## config.mk

```make
export PLATFORM = sky130hd
export DESIGN_NAME = module_hw_init_sequencer
export DESIGN_NICKNAME = d
export VERILOG_FILES = /design/src/hw/seq_pkg.sv /design/src/hw/evt_if.sv /design/src/hw/flag_block.sv /design/src/hw/module_hw_init_sequencer.sv
export SDC_FILE = /design/constraint.sdc
export NUM_CORES = 1
export LEC_CHECK = 0
export BUFFER_PORTS_ARGS = -buffer_cell sky130_fd_sc_hd__buf_2
export CORE_MARGIN = 1
export CORE_UTILIZATION = 40
export CTS_CLUSTER_SIZE = 16
export DETAILED_ROUTE_END_ITERATION = 7
export GPL_TIMING_DRIVEN = 0
export PLACE_DENSITY_LB_ADDON = 0.1
export SYNTH_ARGS = -nofsm -noshare
export SYNTH_HDL_FRONTEND = slang
export SYNTH_HIERARCHICAL = 1
export SYNTH_SLANG_ARGS = --single-unit
```

## constraint.sdc

```tcl
create_clock -name mclk_in -period 2.5 [get_ports mclk_in]
set_input_delay 0.25 -clock mclk_in [delete_from_list [all_inputs] [get_ports mclk_in]]
set_output_delay 0.25 -clock mclk_in [all_outputs]
set_load 0.005 [all_outputs]
```

## src/hw/seq_pkg.sv

```systemverilog
// ==========================================
// Shared constants and types
package seq_pkg;
   localparam int          NUM_DP         = 8;
   // Register offsets (word addresses on the plain port)
   localparam logic [7:0]  OFS_CONTROL    = 8'h00;
   localparam logic [7:0]  OFS_DEINIT     = 8'h01;
   localparam logic [7:0]  OFS_TX_CTRL    = 8'h02;
   localparam logic [7:0]  OFS_MOD_FLAGS  = 8'h03;
   localparam logic [7:0]  OFS_DP_FLAGS   = 8'h04;
   localparam logic [7:0]  OFS_MOD_MASK   = 8'h05;
   localparam logic [7:0]  OFS_DP_MASK    = 8'h06;
   localparam logic [7:0]  OFS_STATE      = 8'h07;
   localparam logic [7:0]  OFS_ACTIVE_CFG = 8'h08;
   localparam logic [7:0]  OFS_STAGED_CFG = 8'h09;
   // Control register field positions
   localparam int          BIT_SW_LP      = 0;
   localparam int          BIT_HW_ALLOW   = 1;
   // Power-on defaults
   localparam logic [7:0]  RST_CONTROL    = 8'h0002;
   localparam logic [7:0]  RST_DEINIT     = 8'h0000;
   localparam logic [7:0]  RST_TX_CTRL    = 8'h0000;
   localparam logic [7:0]  RST_MASK       = 8'h0000;
   localparam logic [7:0]  DEFAULT_CFG    = 8'h0001;
   // Step times
   localparam int          CLK_MHZ        = 200;
   localparam int          SETUP_NS       = 100;
   localparam int          PWRUP_NS       = 200;
   localparam int          DP_STATE_SETTING_UP_NS      = 100;
   localparam int          TXON_NS        = 50;
   localparam logic [7:0]  SETUP_CYC      = 8'((SETUP_NS * CLK_MHZ + 999) / 1000);
   localparam logic [7:0]  PWRUP_CYC      = 8'((PWRUP_NS * CLK_MHZ + 999) / 1000);
   localparam logic [7:0]  DP_STATE_SETTING_UP_CYC     = 8'((DP_STATE_SETTING_UP_NS * CLK_MHZ + 999) / 1000);
   localparam logic [7:0]  TXON_CYC       = 8'((TXON_NS * CLK_MHZ + 999) / 1000);

   typedef enum logic [1:0] {
      state_mgmt_setup, state_low_power, state_powering_up, state_operational
   } mod_state_t;
   typedef enum logic [2:0] {
      dp_state_off, dp_state_setting_up, dp_state_prepared, dp_state_tx_enabling, dp_state_on
   } dp_state_t;
endpackage : seq_pkg

```

## src/hw/evt_if.sv

```systemverilog
`timescale 1ns/1ps
`default_nettype none
// ==========================================
// Event strobes from sequencer into flag block
interface evt_if;
   logic       mod_evt;
   logic [7:0] dp_evt;
   modport src (output mod_evt, output dp_evt);
   modport dst (input mod_evt, input dp_evt);
endinterface : evt_if
`default_nettype wire

```

## src/hw/flag_block.sv

```systemverilog
`timescale 1ns/1ps
`default_nettype none
// ==========================================
// Sticky state change flags, mask, interrupt
module flag_block
   import seq_pkg::*;
(
   input  wire logic       mclk_in,
   input  wire logic       rst_in,
   evt_if.dst              evt,
   input  wire logic       mod_clr_in,
   input  wire logic [7:0] dp_clr_in,
   input  wire logic       mod_mask_in,
   input  wire logic [7:0] dp_mask_in,
   output logic            mod_flag_out,
   output logic      [7:0] dp_flag_out,
   output logic            irq_out
);
   typedef struct packed {
      logic       mod_flag;
      logic [7:0] dp_flag;
   } flag_state_t;
   flag_state_t s_r, s_nxt;

   // Set wins over clear
   always_comb begin
      s_nxt = s_r;
      s_nxt.mod_flag = evt.mod_evt | (s_r.mod_flag & ~mod_clr_in);
      s_nxt.dp_flag  = evt.dp_evt | (s_r.dp_flag & ~dp_clr_in);
   end

   always_ff @(posedge mclk_in) begin
      if (rst_in) s_r <= '0;
      else        s_r <= s_nxt;
   end

   assign mod_flag_out = s_r.mod_flag;
   assign dp_flag_out  = s_r.dp_flag;
   // Level interrupt while any unmasked flag stands
   assign irq_out = (s_r.mod_flag & ~mod_mask_in) | (|(s_r.dp_flag & ~dp_mask_in));

   a_flag_holds: assert property (@(posedge mclk_in) disable iff (rst_in)
      s_r.mod_flag && !mod_clr_in |=> s_r.mod_flag)
      else $error("module flag lost without clear");
   a_event_sets: assert property (@(posedge mclk_in) disable iff (rst_in)
      evt.mod_evt |=> s_r.mod_flag)
      else $error("module event not latched");
endmodule : flag_block
`default_nettype wire

```

## src/hw/module_hw_init_sequencer.sv

```systemverilog
`timescale 1ns/1ps
`default_nettype none
// Function
// Low-power stop or pass-through follows the sw request, the hw allow and hw_low_power_pin.
// With allow at 1 the host holds hw_low_power_pin high to get software-controlled start-up.
// Setup loads defaults: sw request 0, allow 1, deinit mask 00h, tx disable and squelch 0.
// At power-up the default data path configuration is copied into active and staged set 0.
// In low power with the transition condition false the module moves straight to powering up.
// Powering up raises high power mode before ready, data paths staying off.
// The module state change flag is set on entry into ready.
// In ready with deinit condition false every data path goes from off to setting up.
// Setting up configures each data path from the active set, then enters prepared.
// From prepared with deactivate condition false all data paths go to tx enabling.
// Tx enabling turns on the transmit outputs, then enters on.
// Entry into on sets each data path state change flag, then the module waits.
// The interrupt rises on set flags and a host read of the flags drops it.
// The host releases the low-power pin, selects the module and releases reset before hot plug.
// The host sends valid signal for the default application before plug-in.
// The host waits for the second interrupt before carrying traffic.
// The interrupt stays asserted while any flag is uncleared; a flag clears only on read. The code drops the interrupt while the uncleared flag is masked.
module module_hw_init_sequencer
   import seq_pkg::*;
(
   input  wire logic        mclk_in,
   input  wire logic        rst_in,
   input  wire logic        hw_low_power_pin_in,
   input  wire logic        module_select_pin_in,
   input  wire logic [7:0]  addr_in,
   input  wire logic [7:0]  wdata_in,
   input  wire logic        wr_in,
   input  wire logic        rd_in,
   output logic      [7:0]  rdata_out,
   output logic             irq_out,
   output logic             high_power_out,
   output logic      [7:0]  tx_enable_out,
   output logic      [7:0]  tx_squelch_out
);
   // ==========================================
   // State
   typedef struct packed {
      mod_state_t            mst;
      dp_state_t [NUM_DP-1:0] dst;
      logic [7:0]            cnt;
      logic                  sw_lp;
      logic                  hw_allow;
      logic [7:0]            deinit_mask;
      logic                  tx_disable;
      logic                  squelch;
      logic [7:0]            active_cfg;
      logic [7:0]            staged_cfg;
      logic [7:0]            dp_cfg;
      logic                  hp;
      logic [7:0]            tx_en;
      logic                  mod_mask;
      logic [7:0]            dp_mask;
      logic [7:0]            rdata;
   } seq_state_t;
   seq_state_t s_r, s_nxt;

   evt_if ev ();
   logic       mod_flag;
   logic [7:0] dp_flag;
   logic       mod_clr;
   logic [7:0] dp_clr;
   logic       lp_cond;
   logic       dp_deinit_cond_w;
   logic       dp_deactivate_cond;
   logic       all_prepared;
   logic       all_setting;
   logic       all_enabling;
   logic [7:0] dp_enter_on;

   // ==========================================
   // Transition conditions
   assign lp_cond = s_r.sw_lp | (s_r.hw_allow & hw_low_power_pin_in);
   assign dp_deinit_cond_w   = lp_cond;
   assign dp_deactivate_cond = lp_cond | s_r.tx_disable;

   // Data path group status
   always_comb begin
      all_prepared = 1'b1;
      all_setting  = 1'b1;
      all_enabling = 1'b1;
      for (int i = 0; i < NUM_DP; i++) begin
         all_prepared &= (s_r.dst[i] == dp_state_prepared);
         all_setting  &= (s_r.dst[i] == dp_state_setting_up);
         all_enabling &= (s_r.dst[i] == dp_state_tx_enabling);
      end
   end

   // Flag clears on read of the flag registers
   assign mod_clr = rd_in && (addr_in == OFS_MOD_FLAGS);
   assign dp_clr  = (rd_in && (addr_in == OFS_DP_FLAGS)) ? 8'hFF : 8'h00;

   // ==========================================
   // Next state
   always_comb begin
      s_nxt = s_r;
      ev.mod_evt  = 1'b0;
      dp_enter_on = 8'h00;
      if (s_r.cnt != 8'h00) s_nxt.cnt = s_r.cnt - 8'd1;
      unique case (s_r.mst)
         state_mgmt_setup: begin
            s_nxt.sw_lp       = RST_CONTROL[BIT_SW_LP];
            s_nxt.hw_allow    = RST_CONTROL[BIT_HW_ALLOW];
            s_nxt.deinit_mask = RST_DEINIT;
            s_nxt.tx_disable  = RST_TX_CTRL[0];
            s_nxt.squelch     = RST_TX_CTRL[1];
            s_nxt.active_cfg  = DEFAULT_CFG;
            s_nxt.staged_cfg  = DEFAULT_CFG;
            if (s_r.cnt == 8'h00) s_nxt.mst = state_low_power;
         end
         state_low_power: begin
            s_nxt.hp = 1'b0;
            if (!lp_cond) begin
               s_nxt.mst = state_powering_up;
               s_nxt.cnt = PWRUP_CYC;
            end
         end
         state_powering_up: begin
            s_nxt.hp = 1'b1;
            if (s_r.cnt == 8'h00) begin
               s_nxt.mst  = state_operational;
               ev.mod_evt = 1'b1;
            end
         end
         state_operational: begin
            if (lp_cond && (s_r.dst == '0)) begin
               s_nxt.mst = state_low_power;
               ev.mod_evt = 1'b1;
            end
         end
      endcase
      // Data path machines, lock-step across all paths
      for (int i = 0; i < NUM_DP; i++) begin
         unique case (s_r.dst[i])
            dp_state_off:
               if (s_r.mst == state_operational && !dp_deinit_cond_w
                   && !s_r.deinit_mask[i]) begin
                  s_nxt.dst[i] = dp_state_setting_up;
                  s_nxt.cnt    = DP_STATE_SETTING_UP_CYC;
               end
            dp_state_setting_up:
               if (dp_deinit_cond_w || s_r.deinit_mask[i])
                  s_nxt.dst[i] = dp_state_off;
               else if (s_r.cnt == 8'h00 && all_setting) begin
                  s_nxt.dp_cfg = s_r.active_cfg;
                  s_nxt.dst[i] = dp_state_prepared;
               end
            dp_state_prepared:
               if (dp_deinit_cond_w || s_r.deinit_mask[i])
                  s_nxt.dst[i] = dp_state_off;
               else if (!dp_deactivate_cond && all_prepared) begin
                  s_nxt.dst[i] = dp_state_tx_enabling;
                  s_nxt.cnt    = TXON_CYC;
               end
            dp_state_tx_enabling: begin
               s_nxt.tx_en[i] = 1'b1;
               if (s_r.cnt == 8'h00 && all_enabling) begin
                  s_nxt.dst[i]   = dp_state_on;
                  dp_enter_on[i] = 1'b1;
               end
            end
            dp_state_on:
               if (dp_deactivate_cond || s_r.deinit_mask[i]) begin
                  s_nxt.tx_en[i] = 1'b0;
                  s_nxt.dst[i]   = dp_state_prepared;
               end
            default: s_nxt.dst[i] = dp_state_off;
         endcase
      end
      // Register writes
      if (wr_in) begin
         unique case (addr_in)
            OFS_CONTROL: begin
               s_nxt.sw_lp    = wdata_in[BIT_SW_LP];
               s_nxt.hw_allow = wdata_in[BIT_HW_ALLOW];
            end
            OFS_DEINIT:     s_nxt.deinit_mask = wdata_in;
            OFS_TX_CTRL: begin
               s_nxt.tx_disable = wdata_in[0];
               s_nxt.squelch    = wdata_in[1];
            end
            OFS_MOD_MASK:   s_nxt.mod_mask   = wdata_in[0];
            OFS_DP_MASK:    s_nxt.dp_mask    = wdata_in;
            OFS_STAGED_CFG: s_nxt.staged_cfg = wdata_in;
            default: ;
         endcase
      end
      // Register reads, data one cycle later
      s_nxt.rdata = 8'h00;
      if (rd_in) begin
         unique case (addr_in)
            OFS_CONTROL:    s_nxt.rdata = {6'd0, s_r.hw_allow, s_r.sw_lp};
            OFS_DEINIT:     s_nxt.rdata = s_r.deinit_mask;
            OFS_TX_CTRL:    s_nxt.rdata = {6'd0, s_r.squelch, s_r.tx_disable};
            OFS_MOD_FLAGS:  s_nxt.rdata = {7'd0, mod_flag};
            OFS_DP_FLAGS:   s_nxt.rdata = dp_flag;
            OFS_MOD_MASK:   s_nxt.rdata = {7'd0, s_r.mod_mask};
            OFS_DP_MASK:    s_nxt.rdata = s_r.dp_mask;
            OFS_STATE:      s_nxt.rdata = {3'd0, s_r.dst[0], s_r.mst};
            OFS_ACTIVE_CFG: s_nxt.rdata = s_r.active_cfg;
            OFS_STAGED_CFG: s_nxt.rdata = s_r.staged_cfg;
            default:        s_nxt.rdata = 8'h00;
         endcase
      end
   end
   assign ev.dp_evt = dp_enter_on;

   // ==========================================
   // State register
   always_ff @(posedge mclk_in) begin
      if (rst_in) begin
         s_r             <= '0;
         s_r.mst         <= state_mgmt_setup;
         s_r.cnt         <= SETUP_CYC;
         s_r.hw_allow    <= 1'b1;
         s_r.mod_mask    <= RST_MASK[0];
         s_r.dp_mask     <= RST_MASK;
      end else begin
         s_r <= s_nxt;
      end
   end

   flag_block u_flags (
      .mclk_in      (mclk_in),
      .rst_in       (rst_in),
      .evt          (ev.dst),
      .mod_clr_in   (mod_clr),
      .dp_clr_in    (dp_clr),
      .mod_mask_in  (s_r.mod_mask),
      .dp_mask_in   (s_r.dp_mask),
      .mod_flag_out (mod_flag),
      .dp_flag_out  (dp_flag),
      .irq_out      (irq_out)
   );

   assign rdata_out      = s_r.rdata;
   assign high_power_out = s_r.hp;
   assign tx_enable_out  = s_r.tx_en & {8{~s_r.tx_disable}};
   assign tx_squelch_out = {8{s_r.squelch}};

   // ==========================================
   // Checks
   a_lp_passes: assert property (@(posedge mclk_in) disable iff (rst_in)
      s_r.mst == state_low_power && !lp_cond |=> s_r.mst == state_powering_up)
      else $error("low power not left");
   a_lp_stops: assert property (@(posedge mclk_in) disable iff (rst_in)
      s_r.mst == state_low_power && lp_cond |=> s_r.mst == state_low_power)
      else $error("low power left while requested");
   a_ready_needs_hp: assert property (@(posedge mclk_in) disable iff (rst_in)
      s_r.mst == state_operational |-> s_r.hp)
      else $error("ready without high power");
   a_pwrup_raises_hp: assert property (@(posedge mclk_in) disable iff (rst_in)
      s_r.mst == state_powering_up |=> s_r.hp)
      else $error("high power not raised");
   a_pwrup_dp_off: assert property (@(posedge mclk_in) disable iff (rst_in)
      s_r.mst == state_powering_up |-> s_r.dst == '0)
      else $error("data path active during power up");
   a_ready_flag: assert property (@(posedge mclk_in) disable iff (rst_in)
      s_r.mst == state_powering_up ##1 s_r.mst == state_operational |=> mod_flag)
      else $error("ready flag missing");
   a_dp_start: assert property (@(posedge mclk_in) disable iff (rst_in)
      s_r.mst == state_operational && s_r.dst[0] == dp_state_off && !lp_cond
      && !s_r.deinit_mask[0] |=> s_r.dst[0] == dp_state_setting_up)
      else $error("data path did not start");
   a_cfg_loaded: assert property (@(posedge mclk_in) disable iff (rst_in)
      s_r.dst[0] == dp_state_prepared |-> s_r.dp_cfg == s_r.active_cfg)
      else $error("data path config not from active set");

   // Data path steps, flag clears and power-on defaults
   a_dp_init_done: assert property (@(posedge mclk_in) disable iff (rst_in)
      s_r.dst[0] == dp_state_setting_up && s_r.cnt == 8'h00 && all_setting && !lp_cond
      && !s_r.deinit_mask[0] |=> s_r.dst[0] == dp_state_prepared)
      else $error("data path not prepared");
   a_dp_tx_go: assert property (@(posedge mclk_in) disable iff (rst_in)
      s_r.dst[0] == dp_state_prepared && all_prepared && !dp_deactivate_cond
      && !s_r.deinit_mask[0] |=> s_r.dst[0] == dp_state_tx_enabling)
      else $error("data path did not go to tx enabling");
   a_tx_enabling: assert property (@(posedge mclk_in) disable iff (rst_in)
      s_r.dst[0] == dp_state_tx_enabling |=> s_r.tx_en[0])
      else $error("tx not enabled while enabling");
   a_tx_before_on: assert property (@(posedge mclk_in) disable iff (rst_in)
      s_r.dst[0] == dp_state_on |-> s_r.tx_en[0])
      else $error("tx not enabled in on");
   a_on_flag: assert property (@(posedge mclk_in) disable iff (rst_in)
      $rose(s_r.dst[0] == dp_state_on) |-> dp_flag[0])
      else $error("data path flag missing");
   a_on_holds: assert property (@(posedge mclk_in) disable iff (rst_in)
      s_r.dst[0] == dp_state_on && !dp_deactivate_cond && !s_r.deinit_mask[0]
      |=> s_r.dst[0] == dp_state_on)
      else $error("data path left on without cause");
   a_mod_read_clears: assert property (@(posedge mclk_in) disable iff (rst_in)
      rd_in && addr_in == OFS_MOD_FLAGS && !ev.mod_evt |=> !mod_flag)
      else $error("module flag not cleared by read");
   a_dp_read_clears: assert property (@(posedge mclk_in) disable iff (rst_in)
      rd_in && addr_in == OFS_DP_FLAGS && dp_enter_on == 8'h00 |=> dp_flag == 8'h00)
      else $error("data path flags not cleared by read");
   a_defaults: assert property (@(posedge mclk_in)
      $fell(rst_in) |-> s_r.hw_allow && !s_r.sw_lp && s_r.deinit_mask == 8'h00)
      else $error("power on defaults wrong");
endmodule : module_hw_init_sequencer
`default_nettype wire

```

After elaboration in Yosys (flattened, before gate mapping):

Cells that the tools add are included.

* register bits: 90
* input port bits: 22

* $add $sub $neg: 1
* equality and inequality tests: 88
* muxes and demuxes: 120
* bitwise operators: 38
* reductions and logical operators: 84

Operator list (number)
* $mux W8: 29
* $pmux W8 S2: 8
* $pmux W3 S5: 8
* $mux W3: 34
* $pmux W8 S10: 1
* $eq A3 B2 Y1 const B: 16
* $ne A3 B1 Y1 const B: 16
* $ne A2 B2 Y1 const B: 20
* $reduce_and A5 Y1: 8
* $eq A8 B3 Y1 const B: 4
* $mux W28: 1
* $and A1 B1 Y1: 24
* $and A8 B8 Y8: 3
* $eq A3 B1 Y1 const B: 8
* $eq A3 B3 Y1 const B: 8
* $logic_not A24 Y1: 1
* $logic_not A3 Y1: 8
* $mux W11: 2
* $pmux W1 S2: 10
* $reduce_and A2 Y1: 10
* $mux W1: 19
* $reduce_bool A2 Y1: 9
* $eq A8 B2 Y1 const B: 2
* $eq A8 B4 Y1 const B: 2
* 21 further kinds: 80

Longest topological paths before layout:

Gate-level depths: netlist (run 1).

* depth in word-level cells: 33
* depth in mapped cells: 10
* depth with buffers taken out: 8

Hierarchy:

The synthesis (run 1) kept the hierarchy.

By module, submodules not included
* module_hw_init_sequencer: times used 1, cells an instance 646, area an instance 4993.5 µm², sequential area each 1621.6 µm²
* flag_block: times used 1, cells an instance 50, area an instance 382.9 µm², sequential area each 180.2 µm²

Worst setup path before layout (run 1):

OpenSTA, ideal clock, no wires.

* path kind: register -> register
* start: reg s_r[65] (netlist name)
* end: reg s_r[83] (netlist name)
* setup time: 0.087 ns
* arrival: 2.301 ns
* slack: 0.112 ns
* cell stages (with the launch flop): 9
* buffers on the path: 2
* path through: dfxtp_1 -> or4_4 -> or3_1 -> buf_4 -> nor4_4 -> buf_4 -> nand2_1 -> a211o_1 -> o31ai_1

* cells in the longest elaborated chain, start to end: 4

RTL lines
* start: declaration: line module_hw_init_sequencer.sv:58 `seq_state_t s_r, s_nxt;`
* start signal: assignment: line module_hw_init_sequencer.sv:221 `s_r <= s_nxt;`
* $logic_not A8 Y1 *: line module_hw_init_sequencer.sv:146, module_hw_init_sequencer.sv:159
* $logic_and A1 B1 Y1 (on tied branches): line module_hw_init_sequencer.sv:146, module_hw_init_sequencer.sv:159
* $ne A3 B1 Y1 (no line) or $ne A2 B1 Y1 (tied branches)
* $reduce_and A5 Y1 (no line) *

Mark *: on every way between the ends. The rest lies on a longest branch, timed or not.
A chain may end at the register's enable or synchronous reset.

Worst setup path after layout (run 1):

* start: reg s_r[68] (netlist name)
* end: reg s_r[89] (netlist name)

Same word-level chain as after synthesis.

==> results.toml, run 1 <==
[logic_synthesis]
synth_top_family_by_area = "simple AND/OR/NAND/NOR gates"
yosys.area.top_type = "dfxtp_1"
synth_area_um2 = 5380
synth_compound_area_frac = 0.208
synthSimpleGateAreaFrac = 0.304
synth-main-ff-cell = "dfxtp_1"
synth_top_area_share = 0.335
ys_seq_elements = 90
ys_top_cells_by_count = "dfxtp_1, nor2_1, a21oi_1"
syn-instance-count = 696
yosysMostFrequentCell = "dfxtp_1"
synthAdderAreaFrac = 0.0116
ys_types = 69
seq_area_frac_synth = 0.335
postSynth.asyncResetShare = 0
synth_fp_nets = 723
synth_edf_count = 0
synthTopCellsByArea = "dfxtp_1, nor2_1, a21oi_1"
avgSynthCellArea_um2 = 7.72
ys.warnings.count = 6
synth_mux_area_frac = 0.0507
synth_xor_area_frac = 0.00977

[worst_hold_path]
hold_class = "in -> reg"

[die]
fp.dieH_um = 118
fp.dieW_um = 118
core_area_um2 = 12900
initial_utilization = 0.418
dieArea_um2 = 13900
num_io_pins = 48
rows = 41

[routing]
drcViolationCount = 0
wl_per_cell_um = 19.4
routed_wirelength_mm = 18.1
num_vias = 5591
dr.pass1.iters = 8
drtIter0Drc = 660
viasPerCell = 5.99
antenna_left = 0

[placement]
placedCellCount = 912
portBuffers = 44
detailed_place_hpwl_mm = 13.0
place.gp.congestion = 0.928

[sta]
tns_ns = -0.0329
fin_crit_ns = 2.53
rsz0062_at_grt = "yes"
fin_skew_ns = 0.00877
slew_viol_final = 0
fmax_mhz = 395
period_share = 1.01
slew_headroom = 0.248
tightest_slew_ns = 1.12
finalSetupViolations = 1
final.setup.worst_slack_ns = -0.0329
hold_viol = 0

[global_route]
grt-ovfl-total = 0
grt_pass1_wl_mm = 28.2
antenna_found_initial = 0
grt_max_degree = 16
grt_pass1_vias = 5194
gr-usage-all-layers = 0.262

[clock_tree]
clkLatencyLatePin_ns = 0.35
clkTransAtPathRegs_ns = 0.07
numCtsBuffers = 9
root_buffer = "clkbuf_16"
cts.sinks = 90
cts_hold_buffers = 0
cts_tree = "yes"
htree_levels = 3
clockBufferDepth = 2

[power_and_ir_drop]
total_power_w = 0.00355
ir_drop_uv = 380
power.leakage_nw = 2.28
p_per_area_nw_per_um2 = 567

[setup_path]
cp.arrival_ns = 2.81
endpoint_kind = "flop"
critPathMaxFanout = 4
required_ns = 2.78
crit_type = "reg -> reg"
start_kind = "flop"

[run_status]
status = "finished, violations left"
violations = "setup timing"

[layout]
layout.cells.non_filler = 933
post-route-util = 0.486
antenna_cells = 0
num-nets-final = 783
syn_to_final_growth_pct = 16.5
fillerInstances = 1257
drive_gt1_frac = 0.170

[flow_run]
max-cap-violations = 0
report_power, final:
part / leakage (nW) / internal [W] / total, W / switching, W
Combinational: 1.41 / 0.000256 / 0.000607 / 0.000351
Sequential: 0.728 / 0.00149 / 0.00155 / 0.0000585
Clock: 0.137 / 0.000783 / 0.00139 / 0.000609
cell families (layout without fill, tap and decap cells):
group,Yosys count,count (layout)
and+or+nand+nor,302,302
AOI/OAI and AO/OA,172,172
buffers and inverters,95,160
DFF,90,90
muxes,26,26
xor gates and xnor gates,6,6
adders and majority gates,5,5
cell usage in the layout, fill, tap and decap left out, types with 9 or more instances in the layout:
cell type  instances
nand2b_1           9
a22oi_1            9
clkbuf_16          9
nand4_1           11
a21oi_1           61
nor3b_1           13
nand3_1           17
buf_4             26
nor2_1            86
nor3_1            21
nand3b_1           9
nand2_1           50
mux2_2            10
mux2i_1           16
buf_2             45
nor2b_1           24
nor4_1            15
dfxtp_1           88
o21ai_0           26
inv_1             25
clkbuf_1          39
a211oi_1          16
path summary, 6_finish.rpt:
check | slack (ns) | startpoint | cells after the start | to
hold reg to reg | 0.49 | s_r[35] | 2 | rdata_out[1]
setup / recovery | -0.03 | s_r[68] | 8 | s_r[89]
setup reg to reg | -0.03 | s_r[68] | 8 | s_r[89]
hold / removal | 0.16 | wdata_in[4] | 3 | s_r[38]
sequential cells by signal, summed over array words and instances (netlist names):
| register | cells |
|---|---|
| s_r | 71 |
| tx_squelch_out | 1 |
| u_flags/dp_flag_out | 8 |
| high_power_out | 1 |
| u_flags/mod_flag_out | 1 |
| rdata_out | 8 |
area by class of cell:
type,count,area [um2],share of cell area
clock inverters,5,62.6,0.00999
repair buffers,53,288,0.0459
multi-input cells,511,3220,0.514
flip-flops and latches,90,1810,0.288
inverters,26,97.6,0.0156
clock buffers,11,233,0.0372
well taps,172,215,0.0344
plain buffers,65,343,0.0547
stage by stage:
| step | instance area (um2) | setup WS (ns) | hold slack (ns) |
|---|---|---|---|
| 4_1_cts | 6220 | 0.00264 | 0.148 |
| 5_1_grt | 6260 | -0.122 | 0.169 |
| 3_3_place_gp | 5810 | -0.551 | 0.455 |
| 3_5_place_dp | 5810 | -0.555 | 0.474 |
| 6_report | 6260 | -0.0329 | 0.158 |
| 2_1_floorplan | 5380 | 0.112 | 0.386 |
critical path, cell delays in order (launching register included):
cell,delay [ns]
dfxtp_1,0.32
or4_4,0.56
or3_4,0.39
buf_8,0.14
nor4_4,0.25
buf_4,0.19
a21oi_1,0.04
or4_1,0.41
a31oi_1,0.16
per-layer routing:
metal | global-route usage | up-vias | part of all wire
met5 | 0 | - | 0
met1 | 0.371 | 2669 | 0.45
met4 | 0.0817 | 0 | 0.019
met3 | 0.0669 | 30 | 0.096
met2 | 0.386 | 271 | 0.43
li1 | - | 2621 | -
timing repair:
action                                  4_1_cts  5_1_grt
buffers inserted                              8        1
endpoints found under the setup margin       33       37
gates resized for setup                      15       15
cloned                                        0        0
pin swaps                                     7        1
Power figures use the tool's default switching activity.
==> run 2: changes to the inputs <==
--- a/config.mk
+++ b/config.mk
@@ -10,7 +10,7 @@
 export CORE_UTILIZATION = 40
 export CTS_CLUSTER_SIZE = 16
 export DETAILED_ROUTE_END_ITERATION = 7
-export GPL_TIMING_DRIVEN = 0
+export MAX_ROUTING_LAYER = met4
 export PLACE_DENSITY_LB_ADDON = 0.1
 export SYNTH_ARGS = -nofsm -noshare
 export SYNTH_HDL_FRONTEND = slang
==> constraint.sdc (replaced) <==
create_clock -name mclk_in -period 2.2 [get_ports mclk_in]
set_input_delay 0.22 -clock mclk_in [delete_from_list [all_inputs] [get_ports mclk_in]]
set_output_delay 0.22 -clock mclk_in [all_outputs]
set_load 0.005 [all_outputs]
==> run 2 against run 1 <==
  * The run still ends with setup timing left
  * First-iteration DRC count fell by 11%
  * Sequential share of layout area fell by 1.7 points
  * Global-route usage fell by 0.24 points
  * Cell area rose by 6.4%
  * Critical path depth did not move
==> results.toml, run 2 (same netlist as run 1, synthesis figures left out) <==
[sta]
fin_crit_ns = 2.32
tightest_slew_ns = 0.837
period_share = 1.06
finalSetupViolations = 13
fin_skew_ns = 0.00484
slew_viol_final = 0
final.setup.worst_slack_ns = -0.124
hold_viol = 0
rsz0062_at_grt = "yes"
fmax_mhz = 430
slew_headroom = 0.442

[flow_run]
max-cap-violations = 0

[layout]
largest_register = "s_r"
num-nets-final = 803
largest_register_ffs = 71
final_cell_mix = "dfxtp_1, buf_4, nor2_1"
final_common_cell = "dfxtp_1"
syn_to_final_growth_pct = 23.9
fillerInstances = 1267
layout.area.seq_um2 = 1810
post-route-util = 0.517
drive_gt1_frac = 0.259
antenna_cells = 0
stdcell_area_um2 = 6660
multi_input_area_um2 = 3260

[clock_tree]
cts.sinks = 90
htree_levels = 3
clkTransAtPathRegs_ns = 0.07
clkLatencyLatePin_ns = 0.36
root_buffer = "clkbuf_16"
cts_tree = "yes"
clockBufferDepth = 2
numCtsBuffers = 9

[setup_path]
critPathMaxFanout = 2
crit_type = "reg -> reg"
r2r_cells = 8
rr_startpoint = "s_r[65]"
critPathLaunch = "s_r[65]"
rrSetupSlack_ns = -0.12
start_kind = "flop"
cp.arrival_ns = 2.60
required_ns = 2.48
r2r_end = "s_r[89]"
endpoint_kind = "flop"

[run_status]
status = "finished, violations left"
violations = "setup timing"

[routing]
routed_wirelength_mm = 17.6
dr.pass1.iters = 5
num_vias = 5602
drtIter0Drc = 585
viasPerCell = 5.88
antenna_left = 0
wl_per_cell_um = 18.5
drcViolationCount = 0

[worst_hold_path]
worstHoldStart = "wdata_in[7]"
hold_class = "in -> reg"
hold_depth = 3
hold_end = "s_r[41]"

[placement]
portBuffers = 46
detailed_place_hpwl_mm = 12.7
dp_worst_setup_slack_ns = -0.232
placedInstanceArea_um2 = 6140
place.gp.congestion = 0.888

[global_route]
grt_pass1_wl_mm = 27.6
grt_max_degree = 37
grt_pass1_vias = 5148
antenna_found_initial = 0
grt-ovfl-total = 0
gr-usage-all-layers = 0.260

[die]
num_io_pins = 48
initial_utilization = 0.418
dieArea_um2 = 13900
fp.dieH_um = 118
rows = 41
core_area_um2 = 12900
fp.dieW_um = 118

[power_and_ir_drop]
p_per_area_nw_per_um2 = 637
power.leakage_nw = 2.57
ir_drop_uv = 454
-- run 2: through the flow --
stage	total power [W]	setup TNS, ns	instances	hold slack, ns
6_report	0.00424	-0.629	953	0.125
5_1_grt	0.00442	-1.59	953	0.132
4_1_cts	0.00426	-1.49	951	0.117
3_5_place_dp	0.00254	-2.18	928	0.470
3_3_place_gp	0.00252	-1.13	928	0.453
2_1_floorplan	0.00227	-0.0409	696	0.356
-- run 2: timing repair --
action,in CTS,in global routing
endpoints found under the setup margin,19,27
buffers inserted,7,4
hold buffers,0,0
gates cloned,1,0
pin swaps,15,12
resized for setup,15,26
-- run 2: final cells by class --
| type | count | area share |
|---|---|---|
| multi-input combinational | 511 | 0.489 |
| sequential | 90 | 0.271 |
| timing repair buffer | 138 | 0.146 |
| clock buffer | 9 | 0.0338 |
| tap | 172 | 0.0323 |
| inverter | 26 | 0.0146 |
| clock inverter | 7 | 0.0135 |
-- run 2: layer usage --
| layer | part of all wire | up-vias | track usage |
|---|---|---|---|
| met4 | 0.021 | 0 | 0.0978 |
| met1 | 0.48 | 2699 | 0.373 |
| met2 | 0.43 | 218 | 0.370 |
| li1 | - | 2659 | - |
| met5 | 0 | - | - |
| met3 | 0.067 | 26 | 0.0296 |
-- run 2: critical path: stages (launching register included) --
cell and delay (ns):
dfxtp_2 0.32, or4_4 0.53, or3_4 0.36, buf_6 0.14, nor4_4 0.17, buf_4 0.18
a21oi_2 0.03, or4_1 0.39, a31oi_1 0.13
-- run 2: power breakdown --
group          internal, W  leakage [nW]  switching [W]
logic             0.000390          1.69       0.000428
clock network     0.000916         0.156       0.000763
registers          0.00169         0.728      0.0000508
total              0.00300          2.57        0.00124
-- run 2: how the worst max path moves through the flow --
stage,endpoint,slack [ns],cells after the start
2_1_floorplan,s_r[89],-0.03,7
3_3_place_gp,s_r[83],-0.16,8
3_5_place_dp,s_r[82],-0.23,7
4_1_cts,s_r[89],-0.18,8
5_1_grt,s_r[89],-0.19,8
6_report,s_r[89],-0.12,8
==> run 3: changes to the inputs <==
==> constraint.sdc (replaced) <==
create_clock -name mclk_in -period 2.1 [get_ports mclk_in]
set_input_delay 0.21 -clock mclk_in [delete_from_list [all_inputs] [get_ports mclk_in]]
set_output_delay 0.21 -clock mclk_in [all_outputs]
set_load 0.005 [all_outputs]
==> run 3 against run 2 <==
  * The flow still finishes with violations (setup timing)
  * Cell count is 2.6% higher
  * Clock power is 4% higher
  * Cell area is 4.6% higher
  * Clock skew is 0.0020 ns higher
  * Critical endpoint unchanged
==> results.toml, run 3 (same netlist as run 1, synthesis figures left out) <==
[sta]
slew_viol_final = 0
hold_viol = 0
final.setup.worst_slack_ns = -0.177
finalSetupViolations = 19
tightest_slew_ns = 0.722
fmax_mhz = 439
slew_headroom = 0.519
period_share = 1.08
fin_skew_ns = 0.00681
fin_crit_ns = 2.28
rsz0062_at_grt = "yes"
holdWs_ns = 0.115

[routing]
drcViolationCount = 0
drtIter0Drc = 516
routed_wirelength_mm = 17.8
routed.top_layer = "met4"
dr_wl_met2_mm = 7.96
wl_per_cell_um = 18.2
viasPerCell = 5.83
dr.pass1.iters = 5
wl_met1_mm = 8.36
num_vias = 5704
antenna_left = 0
wl_met3_mm = 1.12

[die]
core_area_um2 = 12900
fp.dieH_um = 118
rows = 41
dieArea_um2 = 13900
initial_utilization = 0.418
fp.dieW_um = 118
num_io_pins = 48

[global_route]
grt_pass1_vias = 5267
gr-usage-all-layers = 0.263
grt_max_degree = 32
grt_pass1_wl_mm = 27.9
grt-ovfl-total = 0
antenna_found_initial = 0

[layout]
layout.cells.non_filler = 978
largest_register = "s_r"
largest_register_ffs = 71
antenna_cells = 0
num-nets-final = 828
final_cell_mix = "buf_4, nor2_1, dfxtp_1"
fillerInstances = 1226
final_common_cell = "buf_4"
multi_input_area_um2 = 3370
layout.area.seq_um2 = 1810
drive_gt1_frac = 0.298
syn_to_final_growth_pct = 29.7

[setup_path]
endpoint_kind = "flop"
required_ns = 2.38
cp.arrival_ns = 2.55
crit_type = "reg -> reg"
critPathMaxFanout = 4
critPathSlowestCell = "or4_4"
start_kind = "flop"
path_cells = "or4_4, or3_4, buf_6, nor4_4, buf_4, a21oi_1, or4_1, a31oi_1"
critPathMaxStageDelay_ns = 0.53
crit_buf_inv = 2
critical-path-top-delay-family = "simple AND/OR/NAND/NOR gates"

[clock_tree]
cts_hold_buffers = 0
clkLatencyLatePin_ns = 0.36
htree_levels = 3
cts_tree = "yes"
cts.sinks = 90
clockBufferDepth = 2
numCtsBuffers = 9
root_buffer = "clkbuf_16"
clkTransAtPathRegs_ns = 0.07

[power_and_ir_drop]
switching_share = 0.294
pwr-share-comb = 0.224
p_per_area_nw_per_um2 = 662
total_power_w = 0.00461
ir_drop_uv = 470
seq_power_share = 0.397
clkPwrFrac = 0.379
power.switching_w = 0.00136
intPower_w = 0.00326
power.leakage_nw = 2.77

[run_status]
violations = "setup timing"
status = "finished, violations left"

[worst_hold_path]
hold_class = "in -> reg"

[placement]
place.gp.congestion = 0.892
portBuffers = 46
placedCellCount = 948
detailed_place_hpwl_mm = 12.9

[flow_run]
max-cap-violations = 0
[run 3: tightest hold or removal path: cells and delay by family]
kind	cells	cell delay (ns)
simple gates	1	0.05
compound gates	1	0.05
buf+inv	1	0.12
[run 3: metal layers]
layer | up-vias | GRT usage
met2 | 209 | 0.381
met3 | 24 | 0.0300
li1 | 2716 | -
met1 | 2755 | 0.374
met4 | 0 | 0.0962
met5 | - | -
[run 3: area by class of cell]
| class | count | area share |
|---|---|---|
| sequential | 90 | 0.260 |
| clock buffer | 9 | 0.0323 |
| inverter | 26 | 0.0140 |
| timing repair buffer | 163 | 0.167 |
| tap | 172 | 0.0309 |
| clock inverter | 7 | 0.0131 |
| multi-input combinational | 511 | 0.483 |
[run 3: through the flow]
| step | setup WS, ns | TNS [ns] | area, um2 | utilization |
|---|---|---|---|---|
| after floorplan | -0.127 | -0.526 | 5400 | - |
| after global placement | -0.225 | -2.70 | 6300 | 0.489 |
| after detailed placement | -0.261 | -3.71 | 6300 | 0.489 |
| after CTS | -0.244 | -2.37 | 6710 | 0.521 |
| after global routing | -0.259 | -3.47 | 6970 | 0.541 |
| final | -0.177 | -1.70 | 6970 | 0.541 |
[run 3: power by group through the flow]
stage	clock network, W	registers, W	logic (W)
after global placement	0	0.00186	0.000821
after global routing	0.00186	0.00184	0.00112
after floorplan	0	0.00186	0.000513
after CTS	0.00179	0.00183	0.000863
after detailed placement	0	0.00187	0.000838
final	0.00175	0.00183	0.00103
[run 3: repair_timing]
item | in CTS | in global routing
gates cloned | 1 | 0
resized for setup | 12 | 53
setup buffers | 4 | 10
pin swaps | 6 | 26
endpoints found under the setup margin | 27 | 31
[run 3: final timing paths]
| path | startpoint | end | slack [ns] | cells after the start |
|---|---|---|---|---|
| worst max-delay path | s_r[68] | s_r[89] | -0.18 | 8 |
| worst max register to register | s_r[68] | s_r[89] | -0.18 | 8 |
| worst min register to register | s_r[35] | rdata_out[1] | 0.48 | 2 |
| worst min-delay path | wdata_in[5] | s_r[39] | 0.11 | 3 |
